<file path="src/pkg/sbl_defines.svh">
// offsets, fields, reset values and timing counts of the boot loader
`ifndef SBL_DEFINES_SVH
`define SBL_DEFINES_SVH

// register offsets (byte addresses)
`define SBL_OFF_PROT 8'h00
`define SBL_OFF_STAT 8'h04
`define SBL_OFF_CTRL 8'h08
`define SBL_OFF_CRC 8'h0c

// protection word fields
`define SBL_B_JTAG_OFF 0
`define SBL_B_LINK_OFF 1
`define SBL_B_OTP_BOOT 5
`define SBL_B_REDUND 7
`define SBL_B_LOCK0 8
`define SBL_B_MASTER 12
`define SBL_B_JTAG_OTP 13
`define SBL_B_DBG_OFF 14

// image and crc constants
`define SBL_SKIP_WORD 32'h0d15ab1e
`define SBL_CRC_POLY 32'hedb88320
`define SBL_CRC_INIT 32'hffffffff
`define SBL_RAM_BASE 16'h0000
`define SBL_OTP_BOOT_ROW 11'h000
`define SBL_OTP_SEC_ROW 11'h7ff

// otp programming port resource ids
`define SBL_RID_ADDR 24'h100200
`define SBL_RID_DATA 24'h200100
`define SBL_RID_CTRL 24'h100300

// internal reset delay, 15 us least at 100 ns clock
`define SBL_CLK_NS 100
`define SBL_BOOT_DLY_NS 15000
`define SBL_BOOT_DLY_CYC ((`SBL_BOOT_DLY_NS + `SBL_CLK_NS - 1) / `SBL_CLK_NS)

`endif

</file>
<file path="src/pkg/sbl_pkg.sv">
// types of the boot loader
package sbl_pkg;

    typedef enum logic [3:0]
    {
        SBL_WAIT = 4'h0,
        SBL_SEC_REQ = 4'h1,
        SBL_SEC_GET = 4'h3,
        SBL_LEN = 4'h2,
        SBL_PROG = 4'h6,
        SBL_CHK = 4'h7,
        SBL_VERIFY = 4'h5,
        SBL_RUN = 4'h4,
        SBL_FAIL = 4'hc
    } sbl_state_e;

endpackage : sbl_pkg

</file>
<file path="src/verilog/sbl_loader.sv">
// boot image loader and protection word enforcement for one tile
`include "sbl_defines.svh"
`timescale 1ns/1ns
`default_nettype none

module sbl_loader
(
    input wire logic clk,
    input wire logic rst_n,
    input wire logic [7:0] reg_addr,
    input wire logic [31:0] reg_wdata,
    input wire logic reg_wr,
    input wire logic reg_rd,
    output logic [31:0] reg_rdata,
    output logic flash_rd_en,
    input wire logic flash_valid,
    input wire logic [7:0] flash_byte,
    output logic otp_rd_en,
    output logic [10:0] otp_rd_addr,
    input wire logic [31:0] otp_rd_data,
    output logic otp_redund_en,
    input wire logic [23:0] port_res_id,
    input wire logic [31:0] port_wdata,
    input wire logic port_wr,
    input wire logic port_from_jtag,
    output logic otp_wr_en,
    output logic otp_wr_sec,
    output logic [10:0] otp_wr_addr,
    output logic [31:0] otp_wr_data,
    output logic prog_refused,
    output logic ram_we,
    output logic [15:0] ram_addr,
    output logic [31:0] ram_wdata,
    output logic cpu_run,
    output logic [15:0] cpu_start_addr,
    output logic boot_fail,
    output logic gpio_pd_en,
    output logic jtag_deny,
    output logic jtag_otp_deny,
    output logic link_deny,
    input wire logic debug_n_i,
    output logic debug_n_o,
    output logic debug_n_oe,
    output logic debug_enter,
    output logic [9:0] user_code_ext
);

    localparam int DLY_M1 = `SBL_BOOT_DLY_CYC - 1;

    typedef struct packed
    {
        sbl_pkg::sbl_state_e st;
        logic [7:0] dly;
        logic pd;
        logic [31:0] sec;
        logic sec_ok;
        logic src_otp;
        logic [31:0] shift;
        logic [1:0] bcnt;
        logic [31:0] len;
        logic [31:0] wcnt;
        logic [31:0] crc;
        logic [31:0] otp_buf;
        logic [2:0] otp_cnt;
        logic otp_pend;
        logic [10:0] otp_addr;
        logic ram_we;
        logic [15:0] ram_addr;
        logic [31:0] ram_wdata;
        logic run;
        logic fail;
        logic [31:0] rdata;
        logic brk;
        logic dbg_s1;
        logic dbg_s2;
        logic dbg_enter;
        logic [15:0] p_addr;
        logic [31:0] p_data;
        logic wr_en;
        logic wr_sec;
        logic [10:0] wr_addr;
        logic [31:0] wr_data;
        logic refused;
    } sbl_state_s;

    sbl_state_s s_reg;
    sbl_state_s s_next;

    // one byte into a reflected crc
    function automatic logic [31:0] sbl_crc_byte(input logic [31:0] c, input logic [7:0] b);
        logic [31:0] x;
        x = c ^ {24'h000000, b};
        for (int i = 0; i < 8; i++)
        begin
            x = x[0] ? ((x >> 1) ^ `SBL_CRC_POLY) : (x >> 1);
        end
        return x;
    endfunction : sbl_crc_byte

    logic consuming;
    logic byte_ok;
    logic take;
    logic [7:0] in_byte;
    logic [31:0] word_in;
    logic otp_fetch;
    logic go;
    logic [1:0] sector;
    logic blocked;

    // ---------------------------------------------------------------
    // byte source
    // ---------------------------------------------------------------
    assign consuming = (s_reg.st == sbl_pkg::SBL_LEN) || (s_reg.st == sbl_pkg::SBL_PROG)
        || (s_reg.st == sbl_pkg::SBL_CHK);
    assign byte_ok = s_reg.src_otp ? (s_reg.otp_cnt != 3'h0) : flash_valid;
    assign take = consuming && byte_ok;
    assign in_byte = s_reg.src_otp ? s_reg.otp_buf[7:0] : flash_byte;
    assign word_in = {in_byte, s_reg.shift[31:8]};
    assign otp_fetch = consuming && s_reg.src_otp && (s_reg.otp_cnt == 3'h0) && !s_reg.otp_pend;
    assign flash_rd_en = consuming && !s_reg.src_otp;
    assign otp_rd_en = (s_reg.st == sbl_pkg::SBL_SEC_REQ) || otp_fetch;

    // ---------------------------------------------------------------
    // otp programming check
    // ---------------------------------------------------------------
    assign go = port_wr && (port_res_id == `SBL_RID_CTRL) && port_wdata[0];
    assign sector = s_reg.p_addr[10:9];
    assign blocked = !s_reg.sec_ok || s_reg.sec[`SBL_B_MASTER]
        || (port_from_jtag && s_reg.sec[`SBL_B_JTAG_OTP])
        || (!port_wdata[1] && s_reg.sec[`SBL_B_LOCK0 + sector]);

    always_comb
    begin
        s_next = s_reg;
        s_next.ram_we = 1'b0;
        s_next.wr_en = 1'b0;
        s_next.refused = 1'b0;
        s_next.rdata = 32'h00000000;
        s_next.dbg_s1 = debug_n_i;
        s_next.dbg_s2 = s_reg.dbg_s1;
        // debug pin input ignored when disabled
        s_next.dbg_enter = !s_reg.dbg_s2 && !s_reg.sec[`SBL_B_DBG_OFF];

        // otp word fetch, one cycle latency
        if (otp_fetch)
        begin
            s_next.otp_pend = 1'b1;
        end
        if (s_reg.otp_pend)
        begin
            s_next.otp_pend = 1'b0;
            s_next.otp_buf = otp_rd_data;
            s_next.otp_cnt = 3'h4;
            s_next.otp_addr = s_reg.otp_addr + 11'h001;
        end
        if (take)
        begin
            s_next.shift = word_in;
            s_next.bcnt = s_reg.bcnt + 2'h1;
            if (s_reg.src_otp)
            begin
                s_next.otp_buf = {8'h00, s_reg.otp_buf[31:8]};
                s_next.otp_cnt = s_reg.otp_cnt - 3'h1;
            end
            // crc over length and program only
            if (s_reg.st != sbl_pkg::SBL_CHK)
            begin
                s_next.crc = sbl_crc_byte(s_reg.crc, in_byte);
            end
        end

        case (s_reg.st)
            sbl_pkg::SBL_WAIT:
            begin
                s_next.pd = 1'b0;
                s_next.dly = s_reg.dly + 8'h01;
                if (s_reg.dly == 8'(DLY_M1))
                begin
                    s_next.st = sbl_pkg::SBL_SEC_REQ;
                end
            end
            sbl_pkg::SBL_SEC_REQ:
            begin
                s_next.st = sbl_pkg::SBL_SEC_GET;
            end
            sbl_pkg::SBL_SEC_GET:
            begin
                s_next.sec = otp_rd_data;
                s_next.sec_ok = 1'b1;
                s_next.src_otp = otp_rd_data[`SBL_B_OTP_BOOT];
                s_next.otp_addr = `SBL_OTP_BOOT_ROW;
                s_next.crc = `SBL_CRC_INIT;
                s_next.bcnt = 2'h0;
                s_next.st = sbl_pkg::SBL_LEN;
            end
            sbl_pkg::SBL_LEN:
            begin
                if (take && s_reg.bcnt == 2'h3)
                begin
                    s_next.len = word_in;
                    s_next.wcnt = 32'h00000000;
                    s_next.st = (word_in == 32'h00000000) ? sbl_pkg::SBL_CHK
                        : sbl_pkg::SBL_PROG;
                end
            end
            sbl_pkg::SBL_PROG:
            begin
                if (take && s_reg.bcnt == 2'h3)
                begin
                    s_next.ram_we = 1'b1;
                    s_next.ram_addr = `SBL_RAM_BASE + s_reg.wcnt[15:0];
                    s_next.ram_wdata = word_in;
                    s_next.wcnt = s_reg.wcnt + 32'h00000001;
                    if (s_reg.wcnt + 32'h00000001 == s_reg.len)
                    begin
                        s_next.st = sbl_pkg::SBL_CHK;
                    end
                end
            end
            sbl_pkg::SBL_CHK:
            begin
                if (take && s_reg.bcnt == 2'h3)
                begin
                    s_next.st = sbl_pkg::SBL_VERIFY;
                end
            end
            sbl_pkg::SBL_VERIFY:
            begin
                if (s_reg.shift == `SBL_SKIP_WORD || s_reg.shift == ~s_reg.crc)
                begin
                    s_next.run = 1'b1;
                    s_next.st = sbl_pkg::SBL_RUN;
                end
                else
                begin
                    s_next.fail = 1'b1;
                    s_next.st = sbl_pkg::SBL_FAIL;
                end
            end
            default:
            begin
            end
        endcase

        if (port_wr && port_res_id == `SBL_RID_ADDR)
        begin
            s_next.p_addr = port_wdata[15:0];
        end
        else if (port_wr && port_res_id == `SBL_RID_DATA)
        begin
            s_next.p_data = port_wdata;
        end
        else if (go)
        begin
            s_next.wr_en = !blocked;
            s_next.refused = blocked;
            s_next.wr_sec = port_wdata[1];
            s_next.wr_addr = s_reg.p_addr[10:0];
            s_next.wr_data = s_reg.p_data;
        end

        // register port
        if (reg_wr && reg_addr == `SBL_OFF_CTRL)
        begin
            s_next.brk = reg_wdata[0];
        end
        if (reg_rd)
        begin
            if (reg_addr == `SBL_OFF_PROT)
            begin
                s_next.rdata = s_reg.sec;
            end
            else if (reg_addr == `SBL_OFF_STAT)
            begin
                s_next.rdata = {24'h000000, s_reg.st, 1'b0, s_reg.src_otp, s_reg.fail,
                    s_reg.run};
            end
            else if (reg_addr == `SBL_OFF_CTRL)
            begin
                s_next.rdata = {31'h00000000, s_reg.brk};
            end
            else if (reg_addr == `SBL_OFF_CRC)
            begin
                s_next.rdata = ~s_reg.crc;
            end
            else
            begin
                s_next.rdata = 32'h00000000;
            end
        end
    end

    always_ff @(posedge clk or negedge rst_n)
    begin
        if (!rst_n)
        begin
            s_reg <= '0;
            s_reg.pd <= 1'b1;
            s_reg.crc <= `SBL_CRC_INIT;
            s_reg.dbg_s1 <= 1'b1;
            s_reg.dbg_s2 <= 1'b1;
        end
        else
        begin
            s_reg <= s_next;
        end
    end

    // ---------------------------------------------------------------
    // outputs
    // ---------------------------------------------------------------
    assign reg_rdata = s_reg.rdata;
    assign otp_rd_addr = (s_reg.st == sbl_pkg::SBL_SEC_REQ) ? `SBL_OTP_SEC_ROW : s_reg.otp_addr;
    assign ram_we = s_reg.ram_we;
    assign ram_addr = s_reg.ram_addr;
    assign ram_wdata = s_reg.ram_wdata;
    assign cpu_run = s_reg.run;
    assign cpu_start_addr = `SBL_RAM_BASE;
    assign boot_fail = s_reg.fail;
    assign gpio_pd_en = s_reg.pd;
    assign otp_wr_en = s_reg.wr_en;
    assign otp_wr_sec = s_reg.wr_sec;
    assign otp_wr_addr = s_reg.wr_addr;
    assign otp_wr_data = s_reg.wr_data;
    assign prog_refused = s_reg.refused;
    assign jtag_deny = !s_reg.sec_ok || s_reg.sec[`SBL_B_JTAG_OFF];
    assign link_deny = !s_reg.sec_ok || s_reg.sec[`SBL_B_LINK_OFF];
    assign otp_redund_en = s_reg.sec[`SBL_B_REDUND];
    assign jtag_otp_deny = !s_reg.sec_ok || s_reg.sec[`SBL_B_JTAG_OTP];
    assign user_code_ext = s_reg.sec[31:22];
    // never drive the debug pin when disabled
    assign debug_n_o = 1'b0;
    assign debug_n_oe = s_reg.brk && !s_reg.sec[`SBL_B_DBG_OFF];
    assign debug_enter = s_reg.dbg_enter;
endmodule : sbl_loader

`default_nettype wire

</file>
<file path="config.mk">
export PLATFORM = sky130hd
export DESIGN_NAME = sbl_loader
export DESIGN_NICKNAME = d
export VERILOG_FILES = /design/src/pkg/sbl_pkg.sv /design/src/verilog/sbl_loader.sv
export VERILOG_INCLUDE_DIRS = /design/src /design/src/pkg
export SDC_FILE = /design/constraint.sdc
export NUM_CORES = 1
export LEC_CHECK = 0
export BUFFER_PORTS_ARGS = -buffer_cell sky130_fd_sc_hd__buf_4
export CORE_MARGIN = 8
export CORE_UTILIZATION = 25
export DETAILED_ROUTE_END_ITERATION = 6
export GPL_TIMING_DRIVEN = 0
export PLACE_DENSITY = 0.43
export REMOVE_ABC_BUFFERS = 1
export SYNTH_ARGS = -nofsm -noshare
export SYNTH_HDL_FRONTEND = slang
export SYNTH_SLANG_ARGS = --single-unit
</file>
<file path="constraint.sdc">
create_clock -name clk -period 5.4 [get_ports clk]
set_input_delay 1.08 -clock clk [delete_from_list [all_inputs] [get_ports clk]]
set_output_delay 1.08 -clock clk [all_outputs]
set_load 0.02 [all_outputs]
</file>
== After elaboration in Yosys (flattened, before gate mapping) ==
Cells that the tools add are included.

* Muxes and demuxes: 43
* Bitwise logic cells: 13
* Magnitude comparators: 1
* $add $sub $neg: 6
* Eq/ne operators: 23
* Reductions and logical operators: 51

{| class="wikitable"
|+ Operators by type and width
! kind !! number
|-
| $mux W32 || 17
|-
| $mux W46 || 3
|-
| $not A13 Y14 || 8
|-
| $mux W49 || 2
|-
| $mux W67 || 1
|-
| $eq A32 B32 Y1 || 2
|-
| $pmux W32 S2 || 1
|-
| $eq A24 B21 Y1 const B || 2
|-
| $mux W47 || 1
|-
| $mux W35 || 1
|-
| $add A32 B1 Y32 const B || 1
|-
| $eq A32 B28 Y1 const B || 1
|-
| $logic_not A32 Y1 || 1
|-
| $not A32 Y32 || 1
|-
| $xor A32 B8 Y32 || 1
|-
| $pmux W4 S7 || 1
|-
| $eq A24 B22 Y1 const B || 1
|-
| $mux W4 || 6
|-
| $mux W11 || 2
|-
| $eq A8 B4 Y1 const B || 2
|-
| $logic_and A1 B1 Y1 || 15
|-
| $eq A4 B3 Y1 const B || 3
|-
| $reduce_and A2 Y1 || 6
|-
| $add A11 B1 Y11 const B || 1
|-
| 28 further kinds || 57
|}

* Register bits after elaboration: 400
* Logic and storage cells: 169
* Output and inout bits: 176
* Input port bits: 144

== Logic depth before layout (Yosys ltp) ==
* Depth after elaboration: 21
* Depth in mapped cells: 11
* Gate-level depth less buffers: 9

== Worst setup path before layout ==
OpenSTA, ideal clock, no wires.

* Kind: input to register
* Start point: in port_res_id[2]
* End point: reg s_reg[47] (netlist name)
* Stages: 6
* Setup time: 0.125 ns
* Required time: 5.275 ns
* Buffers on the path: 1
* Slack: 2.511 ns
* Arrival time: 2.764 ns
* Cells stage by stage: nor4_1 > nand2_1 > or3_1 > nor2_1 > clkbuf_1 > mux2_2

* Cells in the longest elaborated chain, start to end: 4
* Elaborated cells on any way between the ends: 6
* Those cells by class: 2 x eq/ne; 1 x bitwise; 3 x reduce/logical

{| class="wikitable"
|+ Ends and longest elaborated chain
! what !! line !! source
|-
| start, declared || sbl_loader.sv:22 || <nowiki>input wire logic [23:0] port_res_id,</nowiki>
|-
| $eq A24 B21 Y1 (no line) || - ||
|-
| $logic_and A1 B1 Y1 (no line) || - ||
|-
| $not A1 Y1 (no line) || - ||
|-
| $reduce_and A2 Y1 (no line) (*) || - ||
|-
| end signal, assigned || sbl_loader.sv:305 || <nowiki>s_reg <= s_next;</nowiki>
|-
| end, declared || sbl_loader.sv:86 || <nowiki>sbl_state_s s_reg;</nowiki>
|}

Mark *: on every way between the ends. The rest lies on a longest branch, timed or not.
A chain may end at the register's enable or synchronous reset.

== Worst setup path in the final report ==
* Start point: reg s_reg[403] (netlist name)
* End point: out otp_rd_en

* Cells in the longest elaborated chain, start to end: 7
* Elaborated cells on any way between the ends: 10
* Those cells by class: 4 x eq/ne; 6 x reduce/logical

{| class="wikitable"
|+ Ends and longest elaborated chain
! what !! line !! source
|-
| $eq A4 B2 Y1 / $eq A4 B3 Y1 (equally long branches) || sbl_loader.sv:113 || <nowiki>assign consuming = (s_reg.st == sbl_pkg::SBL_LEN) || (s_reg.st == sbl_pkg::SBL_PROG)</nowiki>
|-
| $logic_or A1 B1 Y1 || sbl_loader.sv:113 ||
|-
| $logic_or A1 B1 Y1 || sbl_loader.sv:114 || <nowiki>|| (s_reg.st == sbl_pkg::SBL_CHK);</nowiki>
|-
| $logic_and A1 B1 Y1 (3 in a row) || sbl_loader.sv:119 || <nowiki>assign otp_fetch = consuming && s_reg.src_otp && (s_reg.otp_cnt == 3'h0) && !s_reg.otp_pend;</nowiki>
|-
| $logic_or A1 B1 Y1 (*) || sbl_loader.sv:121 || <nowiki>assign otp_rd_en = (s_reg.st == sbl_pkg::SBL_SEC_REQ) || otp_fetch;</nowiki>
|-
| end, declared || sbl_loader.sv:18 || <nowiki>output logic otp_rd_en,</nowiki>
|}

Marked as above.

==> impl_metrics.yaml <==
global_route:
  antenna_found_initial: 8
  grt-ovfl-total: 0
  grt_pass1_wl_um: 94000
  grt_pass1_vias: 14500
  grt_usage: 0.139
  grt_max_degree: 109
synth:
  synthFlopType: "dfrtp_1"
  syn_area_per_cell_um2: 10.5
  async_flop_share: 1.00
  yosysWarnings: 0
  synth_fa_ha_area_frac: 0.00446
  synthDistinctLibCells: 71
  synth.yosys.seq_area_share: 0.510
  synth_top_family_by_area: "simple AND/OR/NAND/NOR gates"
  synthMuxAreaShare: 0.113
  synthSimpleGateAreaFrac: 0.149
  netlist_instances: 1874
  ys_ff_latch: 399
  synth_compound_area_frac: 0.0720
  netlist_area_mm2: 0.0196
  synth_xor_area_frac: 0.0727
  synth_edf_count: 0
setup_path:
  critPathMaxStageDelay_ns: 0.93
  path_cells: "inv_1 -> nand2_1 -> nand3_1 -> nor3b_1 -> or2_2 -> buf_4"
  slowest_stage: "dfrtp_2"
  path_class: "reg2out"
  crit_arrival_ns: 3.36
  cp-end-kind: "output port"
  start_kind: "flip-flop"
  required_ns: 4.32
  crit_fanout: 35
finish:
  n_fill_cell: 8177
  multiInputGateArea_mm2: 0.00819
  syn_to_final_growth_pct: 20.7
  num-nets-final: 2149
  seq_area_mm2: 0.0100
  drive_gt1_frac: 0.302
  largest_register_ffs: 256
routing:
  route.detailed.drc: 0
  ant_nets: 0
  routedWlPerCell_um: 20.2
  num_vias: 13900
  drt_iter0_drc: 681
  dr.pass1.iters: 5
  routed_wirelength_um: 62500
  vias_per_cell: 4.48
sta:
  finalCritPeriodShare: 0.822
  period_needed_ns: 4.44
  rsz0062_at_grt: "false"
  slew_headroom: 0.0452
  max_freq_mhz: 225
  skew_ns: 0.0309
  setup_viol: 0
  worstMarginPinSlew_ns: 1.39
  finalMaxSlewViolations: 0
  tns_ns: 0
  final-hold-violation-count: 0
place:
  place_congestion: 0.810
  dpl.hpwl_um: 45500
  numPortBuffers: 271
clocking:
  cts_root_buf: "clkbuf_16"
  cts_sinks: 399
  h-tree-depth: 2
  clkSlewWorstSetupHoldPaths_ns: 0.06
  cts_setup_buffers: 0
  cts_resized: 0
  hold_buffers: 0
  cts_made_buffers: 49
  clk-insertion-delay-late_ns: 0.61
  ctsLongestPathBuffers: 3
  cts_tree: "built"
power:
  power.leakage_nw: 11.0
  ir_worst_vdd_v: 0.000223
  power_w: 0.00945
  powerDensity_mw_per_mm2: 398
worst_hold_path:
  hp-class: "reg2reg"
floorplanning:
  row_count: 103
  fp.dieH_um: 296
  initial_utilization: 0.251
  core_area_mm2: 0.0784
  die_area_mm2: 0.0878
  die_x_um: 296
  io_pins: 320
flow_run:
  maxCapViolations: 0
outcome:
  status: "completed"
## cell type report
cell class | instances | area share
Multi-Input combinational cell | 1235 | 0.345
Inverter | 14 | 0.00222
Antenna cell | 6 | 0.000633
Clock inverter | 22 | 0.0110
Timing Repair Buffer | 299 | 0.106
Sequential cell | 399 | 0.423
Tap cell | 1050 | 0.0554
Clock buffer | 67 | 0.0571
## power breakdown
part	internal (W)	switching [W]	total, W
combinational	0.00111	0.00121	0.00232
sequential	0.00339	0.000418	0.00381
clock	0.00192	0.00139	0.00331
## worst max-delay path, delay by kind of cell (launching register included)
kind                   cells  cell delay [ns]
flip-flops                 1             0.93
buffers and inverters      2             0.75
AND/OR/NAND/NOR            4             1.06
## layer usage
layer | share of wire | global-route usage
met1 | 0.42 | 0.173
met2 | 0.50 | 0.238
met3 | 0.046 | 0.0283
met4 | 0.030 | 0.0524
met5 | 0.00021 | 0
## cell usage after synthesis (6+ instances only)
library cell,instances,share of area
o31ai_1,6,0.0023
buf_4,152,0.058
ha_1,7,0.0045
nor2_1,141,0.027
mux2_2,152,0.087
xnor2_1,118,0.053
inv_1,13,0.0025
nand2b_1,7,0.0022
nor2b_1,18,0.0057
or2_2,16,0.0051
or4_1,6,0.0023
and3_1,10,0.0032
or3_1,13,0.0041
dfstp_2,35,0.047
nand2_1,261,0.050
mux2i_1,39,0.020
xor2_1,34,0.015
a21oi_1,77,0.020
a31oi_1,17,0.0054
a22o_1,16,0.0071
nor4_1,25,0.0080
o22ai_1,6,0.0019
clkbuf_1,80,0.015
nand4_1,32,0.010
nand3_1,23,0.0059
o21ai_0,80,0.020
nor3b_1,7,0.0027
nor3_1,28,0.0071
dfrtp_1,364,0.46
## cells by family after synthesis
family	count (synthesis)
compound gates	238
xor+xnor	158
fa+ha+maj	7
buf+inv	256
flops	399
mux	197
other cells	1
simple gates	618
## placed cells by master (no fill, tap or decap), types with 16 or more instances in the layout
cell type / n
a31oi_1: 17
conb_1: 17
dfstp_2: 35
nand2_1: 260
clkbuf_16: 49
a21oi_1: 77
xnor2_1: 118
mux2i_1: 39
nor4_1: 25
a22o_1: 16
nor2b_1: 18
nor3_1: 26
or2_2: 16
nor2_1: 137
nand4_1: 32
xor2_1: 34
buf_4: 271
o21ai_0: 79
dfrtp_1: 362
mux2_2: 152
nand3_1: 22
## stage by stage
stage,util,hold slack [ns],area (µm²),setup slack (ns),std cells
2_1_floorplan,-,0.345,18200,-2.61,1648
3_3_place_gp,0.275,0.346,21600,-7.22,2969
3_5_place_dp,0.282,0.349,22100,1.03,2996
4_1_cts,0.302,0.357,23700,0.886,3085
5_1_grt,0.303,0.360,23700,0.715,3091
6_report,0.303,0.357,23700,0.963,3092
## path summary, 6_finish.rpt
kind	start	endpoint	slack (ns)	cells past startpoint
worst max-delay path	s_reg[403]$_DFFE_PN0P_	otp_rd_en	0.96	6
worst min-delay path	s_next[95]$_DFF_PN1_	s_reg[95]$_DFF_PN1_	0.36	0
worst max register to register	s_reg[365]$_DFFE_PN0P_	s_reg[401]$_DFFE_PN0P_	1.07	7
worst min register to register	s_next[95]$_DFF_PN1_	s_reg[95]$_DFF_PN1_	0.36	0
max in group asynchronous	rst_n	s_reg[192]$_DFF_PN0_	3.64	3
min in group asynchronous	rst_n	ram_wdata[27]$_DFFE_PN0P_	0.42	1
(Power assumes the default switching activity.)
